--- src/rtl/thermal_alarm_cfg.svh ---
`ifndef THERMAL_ALARM_CFG_SVH
`define THERMAL_ALARM_CFG_SVH

// ====================================================================
// Register select codes on the register port
`define THA_SEL_TEMP        2'h0
`define THA_SEL_CFG         2'h1
`define THA_SEL_LOWER       2'h2
`define THA_SEL_UPPER       2'h3

// ====================================================================
// Reset values
`define THA_UPPER_RESET     16'h5000
`define THA_LOWER_RESET     16'h4b00
`define THA_TEMP_RESET      16'h8000
`define THA_CFG_RESET       5'h00

// ====================================================================
// Field positions
`define THA_CFG_SHDN_BIT    0
`define THA_CFG_INT_BIT     1
`define THA_CFG_POL_BIT     2
`define THA_CFG_QLO_BIT     3
`define THA_CFG_QHI_BIT     4
`define THA_CFG_MSB         4
`define THA_CODE_MSB        15
`define THA_CODE_LSB        7

// ====================================================================
// Queue depths for select codes 00, 01, 10, 11
`define THA_QDEPTH_0        3'h1
`define THA_QDEPTH_1        3'h2
`define THA_QDEPTH_2        3'h4
`define THA_QDEPTH_3        3'h6

// ====================================================================
// Conversion timing
`define THA_CONV_TIME_MS    133
`define THA_CLK_KHZ         100000
`define THA_CONV_CYCLES     (`THA_CONV_TIME_MS * `THA_CLK_KHZ)

`endif

--- src/rtl/thermal_alarm_pkg.sv ---
`include "thermal_alarm_cfg.svh"

package thermal_alarm_pkg;

   // ====================================================================
   // Fault queue states
   typedef enum logic [3:0] {
      FQ_WATCH_HIGH = 4'h1,
      FQ_ALARM_HIGH = 4'h2,
      FQ_WATCH_LOW  = 4'h4,
      FQ_ALARM_LOW  = 4'h8
   } fq_state_t;

   typedef logic [8:0] thr_code_t;

   // Depth select code to number of consecutive faults
   function automatic logic [2:0] queue_depth(input logic [1:0] sel);
      case (sel)
         2'h0:    queue_depth = `THA_QDEPTH_0;
         2'h1:    queue_depth = `THA_QDEPTH_1;
         2'h2:    queue_depth = `THA_QDEPTH_2;
         default: queue_depth = `THA_QDEPTH_3;
      endcase
   endfunction

endpackage

--- src/rtl/fault_queue_if.sv ---
`timescale 1ns/100ps

// ====================================================================
// Link between the register side and the fault queue
interface fault_queue_if;
   logic       conv_done;
   logic       over;
   logic       under;
   logic       int_mode;
   logic [1:0] depth_sel;
   logic       clear;
   logic       reg_read;
   logic       alarm;
   logic [2:0] count;

   modport ctrl  (output conv_done, over, under, int_mode, depth_sel, clear, reg_read,
                  input  alarm, count);
   modport queue (input  conv_done, over, under, int_mode, depth_sel, clear, reg_read,
                  output alarm, count);
endinterface

--- src/rtl/fault_queue.sv ---
`timescale 1ns/100ps

module fault_queue
   import thermal_alarm_pkg::*;
(
   // Clock and reset
   input  wire logic  i_core_clk,
   input  wire logic  i_rst,
   // Queue link
   fault_queue_if.queue fq
);

   fq_state_t  state_reg;
   fq_state_t  state_next;
   logic [2:0] count_reg;
   logic       qualify;
   logic       hit;

   // ====================================================================
   // Qualifying result for the watched fault type
   always_comb begin
      case (state_reg)
         FQ_WATCH_HIGH: qualify = fq.over;
         FQ_ALARM_HIGH: qualify = fq.under & ~fq.int_mode;
         FQ_WATCH_LOW:  qualify = fq.under;
         default:       qualify = 1'b0;
      endcase
   end

   assign hit = fq.conv_done & qualify & ((count_reg + 3'h1) == queue_depth(fq.depth_sel));

   // Next state: trip, release, and read acknowledge
   always_comb begin
      state_next = state_reg;
      case (state_reg)
         FQ_WATCH_HIGH: if (hit) state_next = FQ_ALARM_HIGH;
         FQ_ALARM_HIGH: begin
            if (fq.int_mode && fq.reg_read) state_next = FQ_WATCH_LOW;
            else if (hit) state_next = FQ_WATCH_HIGH;
         end
         FQ_WATCH_LOW:  if (hit) state_next = FQ_ALARM_LOW;
         FQ_ALARM_LOW:  if (fq.reg_read) state_next = FQ_WATCH_HIGH;
         default:       state_next = FQ_WATCH_HIGH;
      endcase
   end

   // State register; any clear returns to watching the upper limit
   always_ff @(posedge i_core_clk) begin
      if (i_rst || fq.clear) state_reg <= FQ_WATCH_HIGH;
      else state_reg <= state_next;
   end

   // Consecutive fault counter; an in-tolerance result restarts it
   always_ff @(posedge i_core_clk) begin
      if (i_rst || fq.clear) count_reg <= 3'h0;
      else if (fq.conv_done) begin
         if (!qualify || hit) count_reg <= 3'h0;
         else count_reg <= count_reg + 3'h1;
      end
   end

   assign fq.alarm = (state_reg == FQ_ALARM_HIGH) || (state_reg == FQ_ALARM_LOW);
   assign fq.count = count_reg;
endmodule // fault_queue

--- src/rtl/thermal_alarm_fault_queue.sv ---
`timescale 1ns/100ps

// How it works
// - Thresholds keep bits 15..7, low bits zero
// - Thresholds reset to 5000 and 4b00 hex
// - Result left-justified two's complement, 8000 after reset
// - Count consecutive out-of-tolerance results before toggling
// - Queue depth one, two, four or six
// - In-tolerance result while idle clears the count
// - Reset, shutdown and threshold/config writes clear count
// - Reset, shutdown and write clears deassert the alarm
// - Comparator mode trips after depth results above upper
// - Comparator mode releases after depth results below lower
// - Interrupt mode alternates watched fault type
// - Interrupt alarm held until any register read
// - Every activation needs depth; clear watches upper
// - Shutdown stops conversions, result forced 8000
// - After shutdown result stays 8000 until conversion
// - Shutdown holds the fault count in reset
// - Config bits: shutdown, interrupt mode, polarity
// - Config bits 4..3 select queue depth
// - Conversions run continuously every 133 ms

`include "thermal_alarm_cfg.svh"

module thermal_alarm_fault_queue
   import thermal_alarm_pkg::*;
#(
   parameter int CONV_CYCLES = `THA_CONV_CYCLES
) (
   // Clock and reset
   input  wire logic        i_core_clk,
   input  wire logic        i_rst,
   // Register port from the serial slave
   input  wire logic        i_reg_wr,
   input  wire logic        i_reg_rd,
   input  wire logic [1:0]  i_reg_sel,
   input  wire logic [15:0] i_reg_wdata,
   output logic      [15:0] o_reg_rdata,
   output logic             o_reg_rvalid,
   // Converter
   input  wire logic [8:0]  i_adc_code,
   output logic             o_conv_done,
   // Alarm and status
   output logic             o_alarm_output,
   output logic             o_shutdown
);

   localparam int CNT_W = (CONV_CYCLES > 2) ? $clog2(CONV_CYCLES) : 1;

   // ====================================================================
   // Parameter check, refused at elaboration; the timer needs two states
   if (CONV_CYCLES < 2 || CONV_CYCLES > (1 << 30)) begin : g_bad_conv
      $error("CONV_CYCLES out of range");
   end

   // ====================================================================
   // Declarations
   logic [`THA_CFG_MSB:0] cfg_reg;
   thr_code_t             upper_reg;
   thr_code_t             lower_reg;
   logic [15:0]           temp_reg;
   logic [8:0]            adc_meta_reg;
   logic [8:0]            adc_sync_reg;
   logic [CNT_W-1:0]      conv_cnt_reg;
   logic                  conv_tick;
   logic                  shdn;
   logic                  int_mode;
   logic                  pol_high;
   logic                  thr_write;
   logic [15:0]           rdata_next;
   logic                  conv_done_reg;
   logic                  rvalid_reg;
   logic                  alarm_pin_reg;

   fault_queue_if fq_link ();

   // ====================================================================
   // Configuration fields
   assign shdn     = cfg_reg[`THA_CFG_SHDN_BIT];
   assign int_mode = cfg_reg[`THA_CFG_INT_BIT];
   assign pol_high = cfg_reg[`THA_CFG_POL_BIT];

   // Any write that lands in a writable register
   assign thr_write = i_reg_wr && (i_reg_sel != `THA_SEL_TEMP);

   // Configuration register, reserved bits dropped
   always_ff @(posedge i_core_clk) begin
      if (i_rst) cfg_reg <= `THA_CFG_RESET;
      else if (i_reg_wr && i_reg_sel == `THA_SEL_CFG) begin
         cfg_reg <= i_reg_wdata[`THA_CFG_MSB:0];
      end
   end

   // Upper threshold, only the nine code bits are stored
   always_ff @(posedge i_core_clk) begin
      if (i_rst) upper_reg <= 9'(`THA_UPPER_RESET >> `THA_CODE_LSB);
      else if (i_reg_wr && i_reg_sel == `THA_SEL_UPPER) begin
         upper_reg <= i_reg_wdata[`THA_CODE_MSB:`THA_CODE_LSB];
      end
   end

   // Lower threshold, only the nine code bits are stored
   always_ff @(posedge i_core_clk) begin
      if (i_rst) lower_reg <= 9'(`THA_LOWER_RESET >> `THA_CODE_LSB);
      else if (i_reg_wr && i_reg_sel == `THA_SEL_LOWER) begin
         lower_reg <= i_reg_wdata[`THA_CODE_MSB:`THA_CODE_LSB];
      end
   end

   // ====================================================================
   // Converter code synchroniser; the code is held steady by the
   // converter, so a per-bit two-stage capture is enough
   always_ff @(posedge i_core_clk) begin
      if (i_rst) begin
         adc_meta_reg <= 9'h000;
         adc_sync_reg <= 9'h000;
      end else begin
         adc_meta_reg <= i_adc_code;
         adc_sync_reg <= adc_meta_reg;
      end
   end

   // ====================================================================
   // Conversion timer, stopped and rewound in shutdown
   always_ff @(posedge i_core_clk) begin
      if (i_rst || shdn) conv_cnt_reg <= '0;
      else if (conv_tick) conv_cnt_reg <= '0;
      else conv_cnt_reg <= conv_cnt_reg + 1'b1;
   end

   // One result per period, independent of register traffic
   assign conv_tick = !shdn && (conv_cnt_reg == CNT_W'(CONV_CYCLES - 1));

   // Temperature result; stays at the blank code until a conversion
   always_ff @(posedge i_core_clk) begin
      if (i_rst || shdn) temp_reg <= `THA_TEMP_RESET;
      else if (conv_tick) temp_reg <= {adc_sync_reg, 7'h00};
   end

   // Conversion done pulse for the outside
   always_ff @(posedge i_core_clk) begin
      if (i_rst) conv_done_reg <= 1'b0;
      else conv_done_reg <= conv_tick;
   end

   // ====================================================================
   // Fault queue link
   assign fq_link.conv_done = conv_tick;
   assign fq_link.over      = $signed(adc_sync_reg) > $signed(upper_reg);
   assign fq_link.under     = $signed(adc_sync_reg) < $signed(lower_reg);
   assign fq_link.int_mode  = int_mode;
   assign fq_link.depth_sel = cfg_reg[`THA_CFG_QHI_BIT:`THA_CFG_QLO_BIT];
   assign fq_link.clear     = shdn || thr_write;
   assign fq_link.reg_read  = i_reg_rd;

   fault_queue u_fault_queue (
      .i_core_clk (i_core_clk),
      .i_rst      (i_rst),
      .fq         (fq_link.queue)
   );

   // ====================================================================
   // Alarm pin with selectable polarity
   always_ff @(posedge i_core_clk) begin
      if (i_rst) alarm_pin_reg <= 1'b1;
      else alarm_pin_reg <= pol_high ? fq_link.alarm : !fq_link.alarm;
   end

   // ====================================================================
   // Read data mux; low threshold bits read zero
   always_comb begin
      case (i_reg_sel)
         `THA_SEL_TEMP:  rdata_next = temp_reg;
         `THA_SEL_CFG:   rdata_next = {11'h000, cfg_reg};
         `THA_SEL_LOWER: rdata_next = {lower_reg, 7'h00};
         default:        rdata_next = {upper_reg, 7'h00};
      endcase
   end

   // Read data register and valid pulse
   always_ff @(posedge i_core_clk) begin
      if (i_rst) begin
         o_reg_rdata <= 16'h0000;
         rvalid_reg  <= 1'b0;
      end else begin
         if (i_reg_rd) o_reg_rdata <= rdata_next;
         rvalid_reg <= i_reg_rd;
      end
   end

   assign o_reg_rvalid   = rvalid_reg;
   assign o_conv_done    = conv_done_reg;
   assign o_alarm_output = alarm_pin_reg;
   assign o_shutdown     = shdn;
endmodule // thermal_alarm_fault_queue

--- config.mk ---
export PLATFORM = sky130hd
export DESIGN_NAME = thermal_alarm_fault_queue
export DESIGN_NICKNAME = d
export VERILOG_FILES = /design/src/rtl/thermal_alarm_pkg.sv /design/src/rtl/fault_queue_if.sv /design/src/rtl/fault_queue.sv /design/src/rtl/thermal_alarm_fault_queue.sv
export VERILOG_INCLUDE_DIRS = /design/src /design/src/rtl
export SDC_FILE = /design/constraint.sdc
export NUM_CORES = 1
export LEC_CHECK = 0
export ABC_AREA = 1
export ABC_CLOCK_PERIOD_IN_PS = 3670
export BUFFER_PORTS_ARGS = -buffer_cell sky130_fd_sc_hd__buf_2
export CAP_MARGIN = 20
export CORE_MARGIN = 8
export CORE_UTILIZATION = 25
export CTS_CLUSTER_DIAMETER = 30
export DETAILED_ROUTE_END_ITERATION = 10
export MAX_ROUTING_LAYER = met4
export PLACE_DENSITY = 0.46
export SYNTH_ARGS = -nofsm -noshare
export SYNTH_HDL_FRONTEND = slang
export SYNTH_SLANG_ARGS = --single-unit
export TNS_END_PERCENT = 50
--- constraint.sdc ---
create_clock -name i_core_clk -period 3.67 [get_ports i_core_clk]
set_input_delay 0.1835 -clock i_core_clk [delete_from_list [all_inputs] [get_ports i_core_clk]]
set_output_delay 0.1835 -clock i_core_clk [all_outputs]
set_load 0.05 [all_outputs]
# Word-level counts from Yosys, hierarchy flattened
# Cells that the tools add are included.
# W data, S select, Z words.
# word_totals
input_bits,31
word_cells,66
ff_bits,100
# classes
reduce_logical,19
n_mux,11
order_cmp,2
n_eq_ne,15
n_addsub,2
n_bitwise,4
# ops
op,count
$pmux W16 S3,1
$add A24 B1 Y24 const B,1
$eq A24 B24 Y1 const B,1
$mux W4,5
$pmux W4 S4,1
$gt A9 B9 Y1,1
$lt A9 B9 Y1,1
$pmux W3 S3,1
$eq A2 B2 Y1 const B,3
$logic_and A1 B1 Y1,6
$logic_or A1 B1 Y1,5
$eq A2 B1 Y1 const B,2
$eq A4 B1 Y1 const B,1
$eq A4 B2 Y1 const B,1
$eq A4 B3 Y1 const B,1
$eq A4 B4 Y1 const B,1
$logic_not A2 Y1,2
$ne A2 B1 Y1 const B,2
$reduce_and A4 Y1,1
$add A3 B1 Y3 const B,1
$and A1 B1 Y1,3
$eq A3 B3 Y1,1
$logic_not A1 Y1,3
$mux W3,1
7 further kinds,7

# Logic depth before layout (Yosys ltp)
# logic_depth
word_depth,8
mapped_depth,15

# Hierarchy
# From an unflattened synthesis, not the netlist that was laid out.
# unflattened
hier_cells,668
hier_area_um2,4738.3
# by_module_without_submodules
module,cells_each,area_per_inst_um2,instances
thermal_alarm_fault_queue,590,4241.6,1
fault_queue,78,496.7,1

# Worst setup path before layout
# No wires, ideal clock.
# synth_timing
path_kind,register -> register
startpoint,reg upper_reg[8]
endpoint,reg u_fault_queue.state_reg[0]
path_stages_with_launch,13
slack_ps,2025
arrival_time_ps,1529
period_less_slack_ps,1645
setup_ps,116
required_time_ps,3554
cell_sequence,dfxtp_1 -> inv_1 -> ha_1 -> nand2_1 -> inv_1 -> a21oi_1 -> nand3_1 -> nand2_1 -> nand3_1 -> nand2_1 -> nand3b_1 -> a21oi_1 -> nand2_1
# synth_via
elab_chain_cells,6
word_cells_on_any_way,8
cone_classes,order compare (1); eq/ne (3); mux (1); bitwise (2); reduce/logical (1)
# synth_rtl
item,line_no,source
"start, declared",thermal_alarm_fault_queue.sv:60,thr_code_t upper_reg;
"start signal, assigned",thermal_alarm_fault_queue.sv:97,if (i_rst) upper_reg <= 9'(`THA_UPPER_RESET >> `THA_CODE_LSB);
"start signal, assigned",thermal_alarm_fault_queue.sv:99,upper_reg <= i_reg_wdata[`THA_CODE_MSB:`THA_CODE_LSB];
$gt A9 B9 Y1 (*),thermal_alarm_fault_queue.sv:150,assign fq_link.over = $signed(adc_sync_reg) > $signed(upper_reg);
$pmux W1 S3 (*),fault_queue.sv:22,case (state_reg)
$and A1 B1 Y1 (*) (2 in a row),fault_queue.sv:30,assign hit = fq.conv_done & qualify & ((count_reg + 3'h1) == queue_depth(fq.depth_sel));
$ne A3 B1 Y1 (no line) / $ne A2 B1 Y1 (equally long branches),-,
$reduce_and A4 Y1 (no line) (*),-,
"end signal, assigned",fault_queue.sv:50,else state_reg <= state_next;
"end, declared",fault_queue.sv:13,fq_state_t state_reg;
# Mark *: on every way between the ends. The rest lies on a longest branch, timed or not.
# A chain may end at the register's enable or synchronous reset.

# Final worst setup path
# layout_timing
startpoint,reg cfg_reg[0]
endpoint,reg conv_cnt_reg[12]
# layout_via
elab_chain_cells,3
word_cells_on_any_way,4
cone_classes,reduce/logical (4)
# layout_rtl
item,line_no,source
"start, declared",thermal_alarm_fault_queue.sv:59,logic [`THA_CFG_MSB:0] cfg_reg;
"start signal, assigned",thermal_alarm_fault_queue.sv:89,if (i_rst) cfg_reg <= `THA_CFG_RESET;
"start signal, assigned",thermal_alarm_fault_queue.sv:91,cfg_reg <= i_reg_wdata[`THA_CFG_MSB:0];
$logic_not A1 Y1,thermal_alarm_fault_queue.sv:133,assign conv_tick = !shdn && (conv_cnt_reg == CNT_W'(CONV_CYCLES - 1));
$logic_and A1 B1 Y1,thermal_alarm_fault_queue.sv:133,
$reduce_or A2 Y1 (no line) (*),-,
"end signal, assigned",thermal_alarm_fault_queue.sv:129,else conv_cnt_reg <= conv_cnt_reg + 1'b1;
"end, declared",thermal_alarm_fault_queue.sv:65,logic [CNT_W-1:0] conv_cnt_reg;
# Marks and branches as above.

==> results.py <==
metrics = {
    "clock_tree": {
        "cts_tree": "built",
        "cts_resized": 0,
        "cts_buffers": 9,
        "cts_root_buf": "clkbuf_16",
        "cts_setup_buffers": 0,
        "clk_latency_ns": 0.36,
        "htree_levels": 3,
        "holdBufCountCts": 0,
        "clock_path_buffers": 2,
        "clkSinkCount": 98,
        "clk_pin_slew_ns": 0.07,
    },
    "die": {
        "fp-row-count": 50,
        "start_util": 0.253,
        "io_pins": 51,
        "die_x_um": 153,
        "fp.dieH_um": 153,
        "core_um2": 18600,
        "die_area_um2": 23400,
    },
    "setup_path": {
        "cp_data_arrival_time_ns": 2.24,
        "max_stage_delay_ns": 0.61,
        "r2r_cells": 5,
        "startpoint": "cfg_reg[0]",
        "crit_end": "conv_cnt_reg[12]",
        "r2r_slack_ns": 1.69,
        "critPathSlowestCell": "nor2_1",
        "timing.rr.start": "cfg_reg[0]",
        "worstReg2RegEnd": "conv_cnt_reg[12]",
        "path_buf_inv": 2,
        "cp-start-kind": "register",
        "path_depth": 5,
        "cp.required_ns": 3.94,
        "worstSetupPathType": "reg -> reg",
        "cp-end-kind": "register",
        "crit_fanout": 19,
        "critical_path.top_delay_family": "simple AND/OR/NAND/NOR gates",
        "crit_chain": "nor2_1 > inv_1 > nor2_8 > clkinv_4 > nor3b_1",
    },
    "global_routing": {
        "grt_max_degree": 32,
        "grt_pass1_vias": 3964,
        "grt_overflow_total": 0,
        "grt_pass1_wl_um": 20200,
        "track_usage": 0.110,
        "antenna_found_initial": 0,
    },
    "route": {
        "drt_drc_violations_left": 0,
        "routed_wl_um": 11900,
        "drt_iter0_drc": 278,
        "first_pass_iters": 4,
        "wl_per_cell_um": 13.0,
        "via_per_inst": 4.36,
        "ant_nets": 0,
        "vias": 4004,
    },
    "power_and_ir_drop": {
        "pwr-share-comb": 0.092,
        "swShare": 0.271,
        "cellLeakagePower_uw": 0.00234,
        "netSwitchingPower_uw": 604,
        "intPower_uw": 1630,
        "ir_drop_mv": 0.217,
        "clock_power_share": 0.407,
        "power_density_nw_per_um2": 410,
        "p_seq_frac": 0.501,
    },
    "yosys": {
        "async_reset_ff_frac": 0,
        "synth_cells": 637,
        "syn-cell-area_um2": 4700,
        "seq_area_frac_synth": 0.418,
        "synth-main-ff-cell": "dfxtp_1",
        "ys_warn_count": 0,
        "ys_ff_latch": 98,
        "synth-edff-count": 0,
        "netlist_top_cells_area": "dfxtp_1 42%, nand2_1 9.8%, inv_1 6.9%, nor2_1 6.4%, ha_1 5.1%",
        "synth_area_leader_cell": "dfxtp_1",
        "synth_top_cell_area_share": 0.418,
        "avgSynthCellArea_um2": 7.37,
        "synth_cell_types": 42,
    },
    "sta": {
        "finalClockSkew_ns": 0.0105,
        "min_period_ns": 1.98,
        "hold_slack_ns": 0.0285,
        "tightest_slew_ns": 0.734,
        "fin_ws_ns": 1.69,
        "drv_slew": 0,
        "fmax_mhz": 506,
        "setup_tns_ns": 0,
        "grt_setup_unrepaired": "no",
        "setup_violations": 0,
        "hold_viol_final": 0,
        "finalCritPeriodShare": 0.538,
        "maxSlewHeadroom": 0.505,
    },
    "finish": {
        "synthToLayoutAreaGrowth_pct": 15.7,
        "drive_above_1_share": 0.150,
        "postLayoutCellArea_um2": 5430,
        "final_nets": 730,
        "fin_cells": 919,
        "largest_reg_flops": 24,
        "mostFrequentLayoutCell": "nand2_1",
        "num_antenna_cells": 0,
        "layout_common_cells": "122 x nand2_1, 98 x dfxtp_1, 86 x inv_1, 80 x nor2_1",
    },
    "placed_design": {
        "gp_congestion": 0.782,
        "portBuffers": 46,
        "hpwl_um": 9170,
        "postPlaceCellArea_um2": 5150,
        "placed_cells": 903,
        "dp_slack_ns": 1.67,
    },
    "run_status": {
        "status": "finished clean",
    },
    "flow_run": {
        "maxCapViolations": 0,
    },
    "worst_hold_path": {
        "min_path_type": "in -> reg",
    },
}
-- metal layers --
layer,track usage,up-vias,share of wire
li1,-,2157,-
met1,0.143,1774,0.52
met2,0.164,64,0.43
met3,0.0285,9,0.038
met4,0.0311,0,0.012
met5,-,-,0
-- synth_stat cells, drive strengths merged (9+ instances only) --
| cell type | count |
|---|---|
| nand2 | 128 |
| nor2 | 89 |
| clkbuf | 11 |
| nand3 | 28 |
| a41oi | 9 |
| inv | 95 |
| dfxtp | 98 |
| ha | 19 |
| nand4 | 20 |
| o21ai | 45 |
| nor3 | 11 |
| a21oi | 47 |
-- how the worst min path moves through the flow --
| stage | start | end | slack (ns) | cells after the start |
|---|---|---|---|---|
| 2_1_floorplan | i_adc_code[0] | adc_meta_reg[0] | 0.29 | 2 |
| 3_3_place_gp | i_adc_code[7] | adc_meta_reg[7] | 0.39 | 3 |
| 3_5_place_dp | i_adc_code[5] | adc_meta_reg[5] | 0.39 | 3 |
| 4_1_cts | i_adc_code[5] | adc_meta_reg[5] | 0.02 | 3 |
| 5_1_grt | i_adc_code[3] | adc_meta_reg[3] | 0.03 | 3 |
| 6_report | i_adc_code[8] | adc_meta_reg[8] | 0.03 | 3 |
-- cell families after synthesis --
logic type,after synthesis,synth area share
adders and majority gates,19,0.0506
and+or+nand+nor,293,0.299
DFF,98,0.418
buffers and inverters,114,0.0970
other,1,0.000799
xor gates and xnor gates,4,0.00746
AOI/OAI and AO/OA,108,0.127
-- stage by stage --
step | util | total power (uW)
after floorplan | - | 1290
after global placement | 0.277 | 1350
after detailed placement | 0.277 | 1350
after CTS | 0.292 | 2270
after global routing | 0.292 | 2340
final | 0.292 | 2230
-- cell type report --
type | instances | area [um2]
Tap cell | 234 | 293
Inverter | 98 | 378
Fill cell | 2067 | 13100
Multi-Input combinational cell | 426 | 2280
Timing Repair Buffer | 47 | 238
Sequential cell | 98 | 1960
Clock inverter | 6 | 50.0
Clock buffer | 10 | 229
-- tightest hold or removal path: stages --
cell and delay (ns):
buf_2 0.07, inv_1 0.03, nor2_1 0.06
-- power groups by stage --
stage | clock (uW) | combinational (uW) | sequential [uW]
floorplan | 0 | 117 | 1170
global placement | 0 | 209 | 1140
detailed placement | 0 | 209 | 1140
CTS | 939 | 210 | 1120
global route | 982 | 236 | 1120
finish | 908 | 205 | 1120
Power figures use the tool's default switching activity.
